===== config.mk =====
export PLATFORM = sky130hd
export DESIGN_NAME = oolim_top
export DESIGN_NICKNAME = d
export VERILOG_FILES = /design/src/rtl/oolim_pkg.sv /design/src/rtl/oolim_cur_if.sv /design/src/rtl/oolim_cmp.sv /design/src/rtl/oolim_rate.sv /design/src/rtl/oolim_top.sv
export VERILOG_INCLUDE_DIRS = /design/src /design/src/rtl
export SDC_FILE = /design/constraint.sdc
export NUM_CORES = 2
export LEC_CHECK = 0
export BUFFER_PORTS_ARGS = -buffer_cell sky130_fd_sc_hd__buf_2
export CAP_MARGIN = 10
export CORE_ASPECT_RATIO = 0.75
export CORE_UTILIZATION = 55
export DETAILED_ROUTE_END_ITERATION = 10
export GPL_TIMING_DRIVEN = 0
export PLACE_DENSITY = 0.79
export REMOVE_ABC_BUFFERS = 1
export SYNTH_ARGS = -nofsm -noshare
export SYNTH_HDL_FRONTEND = slang
export SYNTH_HIERARCHICAL = 1
export SYNTH_SLANG_ARGS = --single-unit

===== constraint.sdc =====
create_clock -name i_mclk -period 6.6 [get_ports i_mclk]
set_input_delay 0.99 -clock i_mclk [delete_from_list [all_inputs] [get_ports i_mclk]]
set_output_delay 0.99 -clock i_mclk [all_outputs]
set_load 0.02 [all_outputs]

===== src/rtl/oolim_defs.svh =====
`ifndef OOLIM_DEFS_SVH
`define OOLIM_DEFS_SVH

// Clock and slope-time units
`define OOLIM_CLK_HZ 25000000
`define OOLIM_SLOPE_UNIT_MS 100
`define OOLIM_CYC_PER_UNIT (`OOLIM_CLK_HZ / 1000 * `OOLIM_SLOPE_UNIT_MS)

// Slope time range, in 0.1 s units
`define OOLIM_SLOPE_MIN 16'h0001
`define OOLIM_SLOPE_MAX 16'h7530

// Thresholds as hundredths of rated current
`define OOLIM_THR_MIN 8'h14
`define OOLIM_THR_MAX_ND 8'hC8
`define OOLIM_THR_MAX_LD 8'h96
`define OOLIM_OC_LEVEL 8'hB4
`define OOLIM_PCT_SCALE 8'h64

// Overcurrent suppression codes
`define OOLIM_OCS_OFF 2'h0
`define OOLIM_OCS_ON 2'h1
`define OOLIM_OCS_VRED 2'h2

`endif


===== src/rtl/oolim_pkg.sv =====
`default_nettype none
package oolim_pkg;
  typedef enum logic [1:0] {
    OOLIM_LIM_OFF,
    OOLIM_LIM_ACC_STEADY,
    OOLIM_LIM_STEADY,
    OOLIM_LIM_REGEN
  } oolim_mode_t;

  typedef enum logic [2:0] {
    OOLIM_ST_STEADY,
    OOLIM_ST_ACCEL,
    OOLIM_ST_DECEL,
    OOLIM_ST_LIM_DOWN,
    OOLIM_ST_REGEN_UP
  } oolim_state_t;
endpackage
`default_nettype wire


===== src/rtl/oolim_cur_if.sv =====
`default_nettype none
interface oolim_cur_if;
  logic [15:0] current;
  logic [15:0] rated;
  logic [7:0] thr;
  logic over_lim;
  logic over_oc;
  modport ctl (output current, output rated, output thr,
               input over_lim, input over_oc);
  modport cmp (input current, input rated, input thr,
               output over_lim, output over_oc);
endinterface
`default_nettype wire


===== src/rtl/oolim_cmp.sv =====
`default_nettype none
`include "oolim_defs.svh"
module oolim_cmp (
  input wire logic i_mclk,
  input wire logic i_rst_n,
  oolim_cur_if.cmp cur
);
  logic [31:0] meas_scaled;
  logic [31:0] lim_level;
  logic [31:0] oc_level;

  // Current compared as current*100 against multiple*rated
  assign meas_scaled = cur.current * 32'(`OOLIM_PCT_SCALE);
  assign lim_level = 32'(cur.thr) * 32'(cur.rated);
  assign oc_level = 32'(`OOLIM_OC_LEVEL) * 32'(cur.rated);
  assign cur.over_lim = meas_scaled >= lim_level;
  assign cur.over_oc = meas_scaled > oc_level;

  property p_oc_level;
    @(posedge i_mclk) disable iff (!i_rst_n)
      (32'(cur.current) * 32'h0000_0064 > 32'(cur.rated) * 32'h0000_00B4)
      |-> cur.over_oc;
  endproperty
  a_oc_level: assert property (p_oc_level)
    else $error("current above 180 percent not flagged");
endmodule
`default_nettype wire


===== src/rtl/oolim_rate.sv =====
`default_nettype none
`include "oolim_defs.svh"
module oolim_rate #(
  parameter int FW = 16,
  parameter longint CYC_PER_UNIT = `OOLIM_CYC_PER_UNIT
) (
  input wire logic i_mclk,
  input wire logic i_rst_n,
  input wire logic i_enable,
  input wire logic [15:0] i_time,
  input wire logic [FW-1:0] i_fmax,
  output logic o_step
);
  logic [47:0] acc_reg;
  logic [47:0] acc_sum;
  logic [47:0] span;
  logic [15:0] time_eff;

  // Time clamped to the programmable range
  assign time_eff = (i_time < `OOLIM_SLOPE_MIN) ? `OOLIM_SLOPE_MIN :
                    (i_time > `OOLIM_SLOPE_MAX) ? `OOLIM_SLOPE_MAX :
                    i_time;
  // Full-scale travel fmax..0 takes time_eff units: one LSB per span/fmax
  assign span = 48'(time_eff) * 48'(CYC_PER_UNIT);
  assign acc_sum = acc_reg + 48'(i_fmax);

  always_ff @(posedge i_mclk or negedge i_rst_n) begin
    if (!i_rst_n) begin
      acc_reg <= 48'h0000_0000_0000;
      o_step <= 1'b0;
    end else if (!i_enable) begin
      acc_reg <= 48'h0000_0000_0000;
      o_step <= 1'b0;
    end else if (acc_sum >= span) begin
      acc_reg <= acc_sum - span;
      o_step <= 1'b1;
    end else begin
      acc_reg <= acc_sum;
      o_step <= 1'b0;
    end
  end

  property p_idle_no_step;
    @(posedge i_mclk) disable iff (!i_rst_n)
      !i_enable |=> !o_step;
  endproperty
  a_idle_no_step: assert property (p_idle_no_step)
    else $error("slope step without enable");
endmodule
`default_nettype wire


===== src/rtl/oolim_top.sv =====
// Behaviour
// - Overload in accel or steady lowers frequency at the slope rate.
// - Two limit sets; selector input chooses which one is active.
// - Mode 02 limits only when a load surge hits at steady speed.
// - Mode 03 acts as 01 and accelerates on regenerative load at steady.
// - Threshold 0.20 to 2.00 rated (normal duty), 0.20 to 1.50 (light).
// - Set two takes same ranges as set one, used when selector is on.
// - Limiting in acceleration stretches the time to reach the command.
// - With suppression on, current above 180% rated engages suppression.
// - Suppression code 00 off, 01 on, 02 on with voltage reduction.
// - Code 02 lowers output voltage while suppression is active.
`default_nettype none
`include "oolim_defs.svh"
module oolim_top #(
  parameter int FW = 16,
  parameter longint CYC_PER_UNIT = `OOLIM_CYC_PER_UNIT
) (
  input wire logic i_mclk,
  input wire logic i_resetn,
  input wire logic i_run,
  input wire logic [FW-1:0] i_freq_cmd,
  input wire logic [FW-1:0] i_fmax,
  input wire logic [15:0] i_accel_time,
  input wire logic [15:0] i_decel_time,
  input wire logic i_limit_set_select_input,
  input wire logic [1:0] i_overload_limit1_mode,
  input wire logic [7:0] i_overload_limit1_threshold,
  input wire logic [15:0] i_overload_limit1_slope_time,
  input wire logic [1:0] i_overload_limit2_mode,
  input wire logic [7:0] i_overload_limit2_threshold,
  input wire logic [15:0] i_overload_limit2_slope_time,
  input wire logic [1:0] i_overcurrent_suppress_mode,
  input wire logic i_light_duty_rating,
  input wire logic [15:0] i_current,
  input wire logic [15:0] i_rated_current,
  input wire logic i_regen_load,
  output logic [FW-1:0] o_freq_out,
  output logic o_steady,
  output logic o_limiting,
  output logic o_regen_accel,
  output logic o_oc_suppress,
  output logic o_volt_reduce
);
  logic rst_meta_reg;
  logic rst_n;
  oolim_pkg::oolim_state_t state_reg;
  oolim_pkg::oolim_state_t state_next;
  oolim_pkg::oolim_mode_t mode;
  logic [7:0] thr_raw;
  logic [7:0] thr_max;
  logic [15:0] slope_time;
  logic [FW-1:0] cmd_eff;
  logic [2:0] rate_en;
  logic [2:0] rate_step;
  logic [15:0] rate_time [3];
  logic ovl;
  logic oc_on;
  logic regen_on;
  logic oc_act_next;

  oolim_cur_if cur ();

  always_ff @(posedge i_mclk or negedge i_resetn) begin
    if (!i_resetn) begin
      rst_meta_reg <= 1'b0;
      rst_n <= 1'b0;
    end else begin
      rst_meta_reg <= 1'b1;
      rst_n <= rst_meta_reg;
    end
  end

  function automatic oolim_pkg::oolim_state_t ramp_dir(
    input logic [FW-1:0] f,
    input logic [FW-1:0] c
  );
    if (f < c) begin
      ramp_dir = oolim_pkg::OOLIM_ST_ACCEL;
    end else if (f > c) begin
      ramp_dir = oolim_pkg::OOLIM_ST_DECEL;
    end else begin
      ramp_dir = oolim_pkg::OOLIM_ST_STEADY;
    end
  endfunction

  // Active parameter set follows the selector level
  assign mode = oolim_pkg::oolim_mode_t'(i_limit_set_select_input ?
                i_overload_limit2_mode : i_overload_limit1_mode);
  assign thr_raw = i_limit_set_select_input ? i_overload_limit2_threshold :
                   i_overload_limit1_threshold;
  assign slope_time = i_limit_set_select_input ?
                      i_overload_limit2_slope_time :
                      i_overload_limit1_slope_time;
  assign thr_max = i_light_duty_rating ? `OOLIM_THR_MAX_LD :
                   `OOLIM_THR_MAX_ND;
  assign cur.thr = (thr_raw < `OOLIM_THR_MIN) ? `OOLIM_THR_MIN :
                   (thr_raw > thr_max) ? thr_max : thr_raw;
  assign cur.current = i_current;
  assign cur.rated = i_rated_current;

  oolim_cmp u_cmp (
    .i_mclk(i_mclk),
    .i_rst_n(rst_n),
    .cur(cur.cmp)
  );

  assign cmd_eff = !i_run ? '0 :
                   (i_freq_cmd > i_fmax) ? i_fmax : i_freq_cmd;

  assign ovl = cur.over_lim && (mode != oolim_pkg::OOLIM_LIM_OFF);
  assign oc_on = cur.over_oc &&
                 (i_overcurrent_suppress_mode == `OOLIM_OCS_ON ||
                  i_overcurrent_suppress_mode == `OOLIM_OCS_VRED);
  assign regen_on = i_regen_load &&
                    (mode == oolim_pkg::OOLIM_LIM_REGEN);

  // Slope generators: accel, decel, limiting slope
  assign rate_time[0] = i_accel_time;
  assign rate_time[1] = i_decel_time;
  assign rate_time[2] = slope_time;
  assign rate_en[0] = state_reg == oolim_pkg::OOLIM_ST_ACCEL;
  assign rate_en[1] = state_reg == oolim_pkg::OOLIM_ST_DECEL;
  assign rate_en[2] = state_reg == oolim_pkg::OOLIM_ST_LIM_DOWN ||
                      state_reg == oolim_pkg::OOLIM_ST_REGEN_UP;

  genvar g;
  generate
    for (g = 0; g < 3; g++) begin : g_rate
      oolim_rate #(.FW(FW), .CYC_PER_UNIT(CYC_PER_UNIT)) u_rate (
        .i_mclk(i_mclk),
        .i_rst_n(rst_n),
        .i_enable(rate_en[g]),
        .i_time(rate_time[g]),
        .i_fmax(i_fmax),
        .o_step(rate_step[g])
      );
    end
  endgenerate

  always_comb begin
    state_next = state_reg;
    case (state_reg)
      oolim_pkg::OOLIM_ST_STEADY: begin
        if (ovl || oc_on) begin
          state_next = oolim_pkg::OOLIM_ST_LIM_DOWN;
        end else if (regen_on) begin
          state_next = oolim_pkg::OOLIM_ST_REGEN_UP;
        end else begin
          state_next = ramp_dir(o_freq_out, cmd_eff);
        end
      end
      oolim_pkg::OOLIM_ST_ACCEL: begin
        // Mode 02 ignores overload while accelerating
        if ((ovl && mode != oolim_pkg::OOLIM_LIM_STEADY) || oc_on) begin
          state_next = oolim_pkg::OOLIM_ST_LIM_DOWN;
        end else begin
          state_next = ramp_dir(o_freq_out, cmd_eff);
        end
      end
      oolim_pkg::OOLIM_ST_DECEL: begin
        if (oc_on) begin
          state_next = oolim_pkg::OOLIM_ST_LIM_DOWN;
        end else begin
          state_next = ramp_dir(o_freq_out, cmd_eff);
        end
      end
      oolim_pkg::OOLIM_ST_LIM_DOWN: begin
        if (!ovl && !oc_on) begin
          state_next = ramp_dir(o_freq_out, cmd_eff);
        end
      end
      oolim_pkg::OOLIM_ST_REGEN_UP: begin
        if (ovl || oc_on) begin
          state_next = oolim_pkg::OOLIM_ST_LIM_DOWN;
        end else if (!regen_on) begin
          state_next = ramp_dir(o_freq_out, cmd_eff);
        end
      end
      default: state_next = oolim_pkg::OOLIM_ST_STEADY;
    endcase
  end

  always_ff @(posedge i_mclk or negedge rst_n) begin
    if (!rst_n) begin
      state_reg <= oolim_pkg::OOLIM_ST_STEADY;
    end else begin
      state_reg <= state_next;
    end
  end

  // Output frequency moves one LSB per slope step
  always_ff @(posedge i_mclk or negedge rst_n) begin
    if (!rst_n) begin
      o_freq_out <= '0;
    end else begin
      case (state_reg)
        oolim_pkg::OOLIM_ST_ACCEL: begin
          if (rate_step[0] && o_freq_out < cmd_eff) begin
            o_freq_out <= o_freq_out + 1'b1;
          end
        end
        oolim_pkg::OOLIM_ST_DECEL: begin
          if (rate_step[1] && o_freq_out > cmd_eff) begin
            o_freq_out <= o_freq_out - 1'b1;
          end
        end
        oolim_pkg::OOLIM_ST_LIM_DOWN: begin
          if (rate_step[2] && o_freq_out != '0) begin
            o_freq_out <= o_freq_out - 1'b1;
          end
        end
        oolim_pkg::OOLIM_ST_REGEN_UP: begin
          if (rate_step[2] && o_freq_out < i_fmax) begin
            o_freq_out <= o_freq_out + 1'b1;
          end
        end
        default: o_freq_out <= o_freq_out;
      endcase
    end
  end

  assign oc_act_next = oc_on &&
                       state_next == oolim_pkg::OOLIM_ST_LIM_DOWN;

  always_ff @(posedge i_mclk or negedge rst_n) begin
    if (!rst_n) begin
      o_oc_suppress <= 1'b0;
      o_volt_reduce <= 1'b0;
    end else begin
      o_oc_suppress <= oc_act_next;
      o_volt_reduce <= oc_act_next &&
        i_overcurrent_suppress_mode == `OOLIM_OCS_VRED;
    end
  end

  always_ff @(posedge i_mclk or negedge rst_n) begin
    if (!rst_n) begin
      o_steady <= 1'b0;
      o_limiting <= 1'b0;
      o_regen_accel <= 1'b0;
    end else begin
      o_steady <= state_next == oolim_pkg::OOLIM_ST_STEADY;
      o_limiting <= state_next == oolim_pkg::OOLIM_ST_LIM_DOWN;
      o_regen_accel <= state_next == oolim_pkg::OOLIM_ST_REGEN_UP;
    end
  end

  property p_lim_step;
    @(posedge i_mclk) disable iff (!rst_n)
      (state_reg == oolim_pkg::OOLIM_ST_LIM_DOWN && rate_step[2] &&
       o_freq_out != '0) |=> o_freq_out == $past(o_freq_out) - 1'b1;
  endproperty
  a_lim_step: assert property (p_lim_step)
    else $error("limit step did not lower frequency");

  property p_set_select;
    @(posedge i_mclk) disable iff (!rst_n)
      i_limit_set_select_input |-> slope_time == i_overload_limit2_slope_time
      && mode == oolim_pkg::oolim_mode_t'(i_overload_limit2_mode);
  endproperty
  a_set_select: assert property (p_set_select)
    else $error("second set not used with selector on");

  property p_mode_off;
    @(posedge i_mclk) disable iff (!rst_n)
      (mode == oolim_pkg::OOLIM_LIM_OFF && !oc_on) |=> !o_limiting;
  endproperty
  a_mode_off: assert property (p_mode_off)
    else $error("limiting with mode off");

  property p_steady_only;
    @(posedge i_mclk) disable iff (!rst_n)
      (mode == oolim_pkg::OOLIM_LIM_STEADY && !oc_on &&
       state_reg == oolim_pkg::OOLIM_ST_ACCEL) |=> !o_limiting;
  endproperty
  a_steady_only: assert property (p_steady_only)
    else $error("mode 02 limited during acceleration");

  property p_regen_up;
    @(posedge i_mclk) disable iff (!rst_n)
      (state_reg == oolim_pkg::OOLIM_ST_REGEN_UP && rate_step[2] &&
       o_freq_out < i_fmax) |=> o_freq_out == $past(o_freq_out) + 1'b1;
  endproperty
  a_regen_up: assert property (p_regen_up)
    else $error("regenerative acceleration missing");

  property p_thr_range;
    @(posedge i_mclk) disable iff (!rst_n)
      cur.thr >= 8'h14 && cur.thr <= (i_light_duty_rating ? 8'h96 : 8'hC8);
  endproperty
  a_thr_range: assert property (p_thr_range)
    else $error("threshold outside rating range");

  property p_stretch;
    @(posedge i_mclk) disable iff (!rst_n)
      state_reg == oolim_pkg::OOLIM_ST_LIM_DOWN |=>
        o_freq_out <= $past(o_freq_out);
  endproperty
  a_stretch: assert property (p_stretch)
    else $error("frequency rose while limiting");

  property p_vred;
    @(posedge i_mclk) disable iff (!rst_n)
      o_volt_reduce |-> o_oc_suppress && o_limiting &&
        $past(i_overcurrent_suppress_mode) == 2'h2;
  endproperty
  a_vred: assert property (p_vred)
    else $error("voltage reduced outside code 02 suppression");

  property p_release;
    @(posedge i_mclk) disable iff (!rst_n)
      (!ovl && !oc_on && state_reg == oolim_pkg::OOLIM_ST_LIM_DOWN)
      |=> !o_limiting;
  endproperty
  a_release: assert property (p_release)
    else $error("limiting held below threshold");
endmodule
`default_nettype wire


## Word level (Yosys, flattened, before mapping)

Cells that the tools add are included.

| storage, ports and cells | value |
|---|---|
| register bits | 173 |
| bits of input ports | 156 |
| logic and storage cells | 124 |

| operators by class | value |
|---|---|
| add/sub/neg operators | 8 |
| multiply operators | 6 |
| $lt $le $gt $ge | 17 |
| equal/unequal tests | 14 |
| multiplexer cells | 41 |
| reduce and logical (&&, ||, !) cells | 23 |

Operators by type and width:

| kind | count |
|---|---|
| 48-bit 2-to-1 mux | 6 |
| 16-bit 2-to-1 mux | 13 |
| 48-bit by 16-bit adder with 48-bit output | 3 |
| 48-bit by 38-bit greater-or-equal comparator with 1-bit output | 3 |
| 48-bit by 38-bit subtractor with 48-bit output | 3 |
| 16-bit by 17-bit multiplier with 33-bit output (second input constant) | 3 |
| 16-bit one-hot mux with 4 select lines | 1 |
| 16-bit by 15-bit greater-than comparator with 1-bit output (second input constant) | 3 |
| 16-bit by 1-bit < comparator with 1-bit output (second input constant) | 3 |
| 16-bit greater-than comparator | 2 |
| 16-bit < comparator | 2 |
| 23-bit by 24-bit greater-or-equal comparator with 1-bit output | 1 |
| 23-bit by 24-bit greater-than comparator with 1-bit output | 1 |
| 8-bit by 16-bit multiplier with 24-bit output | 1 |
| 3-bit 2-to-1 mux | 8 |
| 8-bit 2-to-1 mux | 3 |
| 6-bit by 16-bit multiplier with 22-bit output (first input constant) | 1 |
| 16-bit by 5-bit multiplier with 21-bit output (second input constant) | 1 |
| 16-bit by 1-bit adder with 16-bit output (second input constant) | 1 |
| 16-bit nonzero test | 1 |
| 16-bit by 1-bit subtractor with 16-bit output (second input constant) | 1 |
| 3-bit one-hot mux with 5 select lines | 1 |
| 1-bit logical AND | 11 |
| 3-bit by 2-bit == test with 1-bit output (second input constant) | 3 |
| 17 further kinds | 33 |

## Longest topological paths before layout

| depth | value |
|---|---|
| depth in word-level cells | 14 |
| gate-level depth with buffers | 46 |
| mapped depth without buffers | 41 |

## Hierarchy

The synthesis kept the hierarchy.

Modules (own cells, without submodules):

| module | times used | cells each | area an instance (um^2) |
|---|---|---|---|
| oolim_rate (g_rate[1].u_rate) | 1 | 1202 | 10221.1 |
| oolim_rate (g_rate[0].u_rate) | 1 | 1182 | 10133.5 |
| oolim_rate (g_rate[2].u_rate) | 1 | 1190 | 10100.9 |
| oolim_cmp | 1 | 986 | 8370.5 |
| oolim_top | 1 | 434 | 3632.2 |

## Least setup slack after synthesis

Ideal clock, no wire load.

| path | value |
|---|---|
| path kind | input to register |
| from | input port i_limit_set_select_input |
| to | register g_rate[2].u_rate.acc_reg[16] |
| data arrival time | 10894 ps |
| data required time | 6464 ps |
| path slack | -4431 ps |
| stages | 38 |
| path buffers | 6 |
| cells stage by stage | buf_2 > buf_1 > clkbuf_1 > mux2_2 > nor4_1 > a41oi_1 > o32ai_1 > clkbuf_1 > nand2b_1 > ha_1 > xor2_1 > ha_1 > fa_1 > fa_1 > fa_1 > fa_1 > ha_1 > a21o_1 > [2 not listed] > o21ai_0 > or3_1 > a21o_1 > nand2_1 > o211a_1 > a21oi_1 > a221oi_1 > xor2_1 > ha_1 > a21o_1 > a21o_1 > or2_2 > a2111o_2 > or2_4 > buf_6 > buf_6 > nand2_1 > a21oi_1 |

| between the ends | value |
|---|---|
| word-level cells in the longest chain between the ends | 8 |
| elaborated cells on any way between the ends | 10 |

Ends and longest elaborated chain:

| what | RTL line | source |
|---|---|---|
| start, declared | oolim_top.sv:25 | `input wire logic i_limit_set_select_input,` |
| 16-bit 2-to-1 mux * | oolim_top.sv:91 | `assign slope_time = i_limit_set_select_input ?` |
| via slope_time[11] | oolim_top.sv:51 | `logic [15:0] slope_time;` |
| 16-bit by 15-bit greater-than comparator with 1-bit output (no line) | n/a |  |
| 16-bit 2-to-1 mux | oolim_rate.sv:21 | `` (i_time > `OOLIM_SLOPE_MAX) ? `OOLIM_SLOPE_MAX : `` |
| 16-bit 2-to-1 mux * | oolim_rate.sv:20 | `` assign time_eff = (i_time < `OOLIM_SLOPE_MIN) ? `OOLIM_SLOPE_MIN : `` |
| 16-bit by 17-bit multiplier with 33-bit output * | oolim_rate.sv:24 | `assign span = 48'(time_eff) * 48'(CYC_PER_UNIT);` |
| 48-bit by 38-bit subtractor with 48-bit output / 48-bit by 38-bit greater-or-equal comparator with 1-bit output (equally long branches) | oolim_rate.sv:35, oolim_rate.sv:34 |  |
| 48-bit 2-to-1 mux * | oolim_rate.sv:34 | `end else if (acc_sum >= span) begin` |
| 48-bit 2-to-1 mux * | oolim_rate.sv:31 | `end else if (!i_enable) begin` |
| end signal, assigned | oolim_rate.sv:35 | `acc_reg <= acc_sum - span;` |
| end signal, assigned | oolim_rate.sv:38 | `acc_reg <= acc_sum;` |
| end, declared | oolim_rate.sv:14 | `logic [47:0] acc_reg;` |

Mark *: on every way through the listed nets, which the timed path passes. The rest lies on a longest branch.
A chain may end at the register's enable or synchronous reset.

## Final worst setup path

| path | value |
|---|---|
| from | input port i_limit_set_select_input |
| to | register g_rate[2].u_rate.acc_reg[21] |

Same word-level chain as after synthesis.

==> key figures <==
Timing
  – Worst path setup slack after routing: -3.319 ns
  – Period Utilization, post-route: 150.3%
  – Relative max-transition margin: roughly 14%
  – Minimum clock period after layout: 9.919 ns
  – Maximum operating frequency: 100.8 MHz
  – Hold violation count in the final report: 0
  – Worst-Margin Slew: ~1.3 ns
  – Maximum clock skew at final layout: approximately 0.011 ns
  – Setup Viol. Count Final: 140
  – Unrepaired setup endpoints after global routing: true
  – Final slew viol count: 0
  – Worst Hold Slack: around 0.29 ns

Yosys
  – Proportion of synthesized flip-flops having asynchronous set or reset: 100.0%
  – Post-synth cell types: 119
  – Gate Count Post-Synth: 4994
  – Yosys synthesis warning count: 6
  – Register area share after synthesis: 10.20%
  – Avg Synthesized Cell Area: 8.502 um^2
  – Area of the mapped netlist: about 42000 um^2
  – Predominant post-synthesis flop cell: dfrtp_1
  – Number of storage elements in the synthesis netlist: about 170
  – EDFF count, synth: 0

Route
  – Vias per Instance: 6.158
  – Drt initial violations: 4211
  – Total number of vias: a little under 40000
  – Detailed-routing iteration count for the pre-antenna-repair pass: 6
  – Count of antenna-violating nets left after detailed routing: 0
  – Routed wirelength normalized by instance count: 19.95 um
  – Total Routed Length: 128800 um
  – Post-detailed-route DRC marker count: 0

Worst setup path
  – Cell with the most instances on the worst path: fa_1
  – Max Fanout on Critical Path: 5
  – Cell with the biggest individual delay on the critical path: fa_1
  – Largest stage delay on the critical path: 0.57 ns
  – Setup crit end kind: flip-flop
  – FF-to-FF setup slack: 0.38 ns
  – CP Launch Type: primary input
  – Arrival time at the worst endpoint: 10.28 ns
  – Start-to-end type of the worst setup path: primary input to flip-flop
  – WP data required: 6.96 ns

Layout
  – Most frequent cells in the layout: 772 x ha_1, 632 x inv_1, 302 x fa_1
  – Max FFs per register: 144
  – Most frequent standard cell in the layout excluding fill and tap cells: ha_1
  – Final net count: 6731
  – Fraction of layout instances using a drive strength above 1: 20.99%
  – Synthesis-to-layout area growth: 19.88%
  – Final antenna diode count: 0

Clock network
  – Worst-skew pair later-pin latency: 0.47 ns
  – CTS max path bufs: 2
  – H-tree depth: 4
  – Clock transition at the registers of the reported paths: 0.07 ns
  – Buffer cell driving the clock tree root: clkbuf_16
  – Sinks on the clock net: 173
  – TritonCTS clock tree: built
  – Num CTS Buffers: 17

Global route
  – GRT Total Usage: around a third
  – First-pass GRT wire length: 200700 um
  – Via count of the first global-routing pass: ~38000
  – Global route total overflow: 0
  – Number of antenna violations at the first check in global routing: 2
  – Pin count of the biggest net entering global routing: 61

Min path
  – HP Class: primary input to asynchronous set/reset pin

Die
  – CORE AREA: 75760 um^2
  – Vertical die dimension: between 200 and 250 um
  – Die Area: 78320 um^2
  – Number of ports placed on the die boundary: 177
  – Number of core rows: 87
  – Starting density of the core: 56.04%
  – Chip width: 322.8 um

Flow run
  – Max-cap violations: 0

Place
  – IO buf count: 176
  – Sum of net half-perimeters after detailed placement: 90680 um
  – Final RePlAce weighted congestion: 0.9532

Run status
  – Violated checks: negative setup slack
  – Outcome: complete, but fails checks
## routing by layer
layer	routed length, um	vias to the layer above	GRT usage [%]
li1	-	18300	-
met3	11710	273	5.106
met4	2719	0	6.245
met1	56770	19320	45.84
met2	57590	1857	49.17
met5	0	-	0
## synth_stat cells (all sizes together), types with 51 or more instances
master | number | area (um^2)
xor2 | 141 | 1235
a21oi | 362 | 1827
ha | 843 | 10550
o21a | 61 | 465.4
nor3 | 97 | 528.0
inv | 669 | 2511
nor2 | 252 | 955.9
fa | 314 | 6286
a21o | 152 | 1141
a211oi | 55 | 452.9
clkbuf | 51 | 192.7
o21ai | 164 | 828.3
nand3 | 119 | 605.6
nand2b | 53 | 331.6
nand2 | 379 | 1423
and2 | 147 | 922.1
xnor2 | 229 | 2006
dfrtp | 173 | 4329
and3 | 57 | 362.8
nand4 | 65 | 457.9
## timing repair
action,4_1_cts,5_1_grt
endpoints found under the hold margin,0,0
setup buffers,207,45
setup endpoints to repair,140,140
cloned,29,2
pin swaps,298,140
resized for setup,579,211
hold buffers,0,0
## final timing paths
path	startpoint	end	cells past startpoint
min reg2reg	rst_meta_reg$_DFF_PN0_	rst_n$_DFF_PN0_	0
min	i_resetn	rst_n$_DFF_PN0_	1
max	i_limit_set_select_input	g_rate[2].u_rate/acc_reg[21]$_DFF_PN0_	42
min in group i_mclk	rst_meta_reg$_DFF_PN0_	rst_n$_DFF_PN0_	0
max in group asynchronous	rst_n$_DFF_PN0_	g_rate[1].u_rate/acc_reg[38]$_DFF_PN0_	2
max reg2reg	g_rate[1].u_rate/acc_reg[0]$_DFF_PN0_	g_rate[1].u_rate/acc_reg[41]$_DFF_PN0_	20
## metrics by stage
stage	utilization, %	std cells	TNS (ns)	worst slack [ns]	cell area (um^2)
finish	67.18	6454	-405.19	-3.319	50900
global placement	58.42	6130	-1012.34	-6.792	44260
CTS	65.60	6410	-350.75	-2.952	49700
floorplan	-	4931	-539.96	-4.641	42100
global route	67.18	6454	-436.13	-3.550	50900
detailed placement	58.73	6144	-712.83	-5.697	44490
## kinds of logic after synthesis
| kind of cell | Yosys count | synth area share (%) |
|---|---|---|
| and+or+nand+nor | 1382 | 16.82 |
| adders and majority gates | 1157 | 39.65 |
| AOI/OAI and AO/OA | 1086 | 17.02 |
| buffers and inverters | 752 | 6.931 |
| xor gates and xnor gates | 370 | 7.632 |
| DFF | 173 | 10.20 |
| muxes | 67 | 1.692 |
| other | 7 | 0.06190 |
## layout make-up
| type | instances | area [um^2] |
|---|---|---|
| clock buffers | 19 | 442.9 |
| clock inverters | 13 | 187.7 |
| fillers | 5610 | 24860 |
| inverters | 671 | 2560 |
| multi-input cells | 4109 | 38600 |
| flip-flops and latches | 173 | 4333 |
| well taps | 1023 | 1280 |
| repair buffers | 446 | 3501 |
## critical path: cells and delay by family
kind	cells	cell delay (ns)
adders and majority gates	8	3.02
and+or+nand+nor	12	2.41
muxes	1	0.31
xor gates and xnor gates	2	0.39
AOI/OAI and AO/OA	11	2.16
buffers and inverters	8	0.98
Power is left out: the tool's default activity adds up to more than one toggle a clock period on the data nets, which glitch-free logic cannot reach.
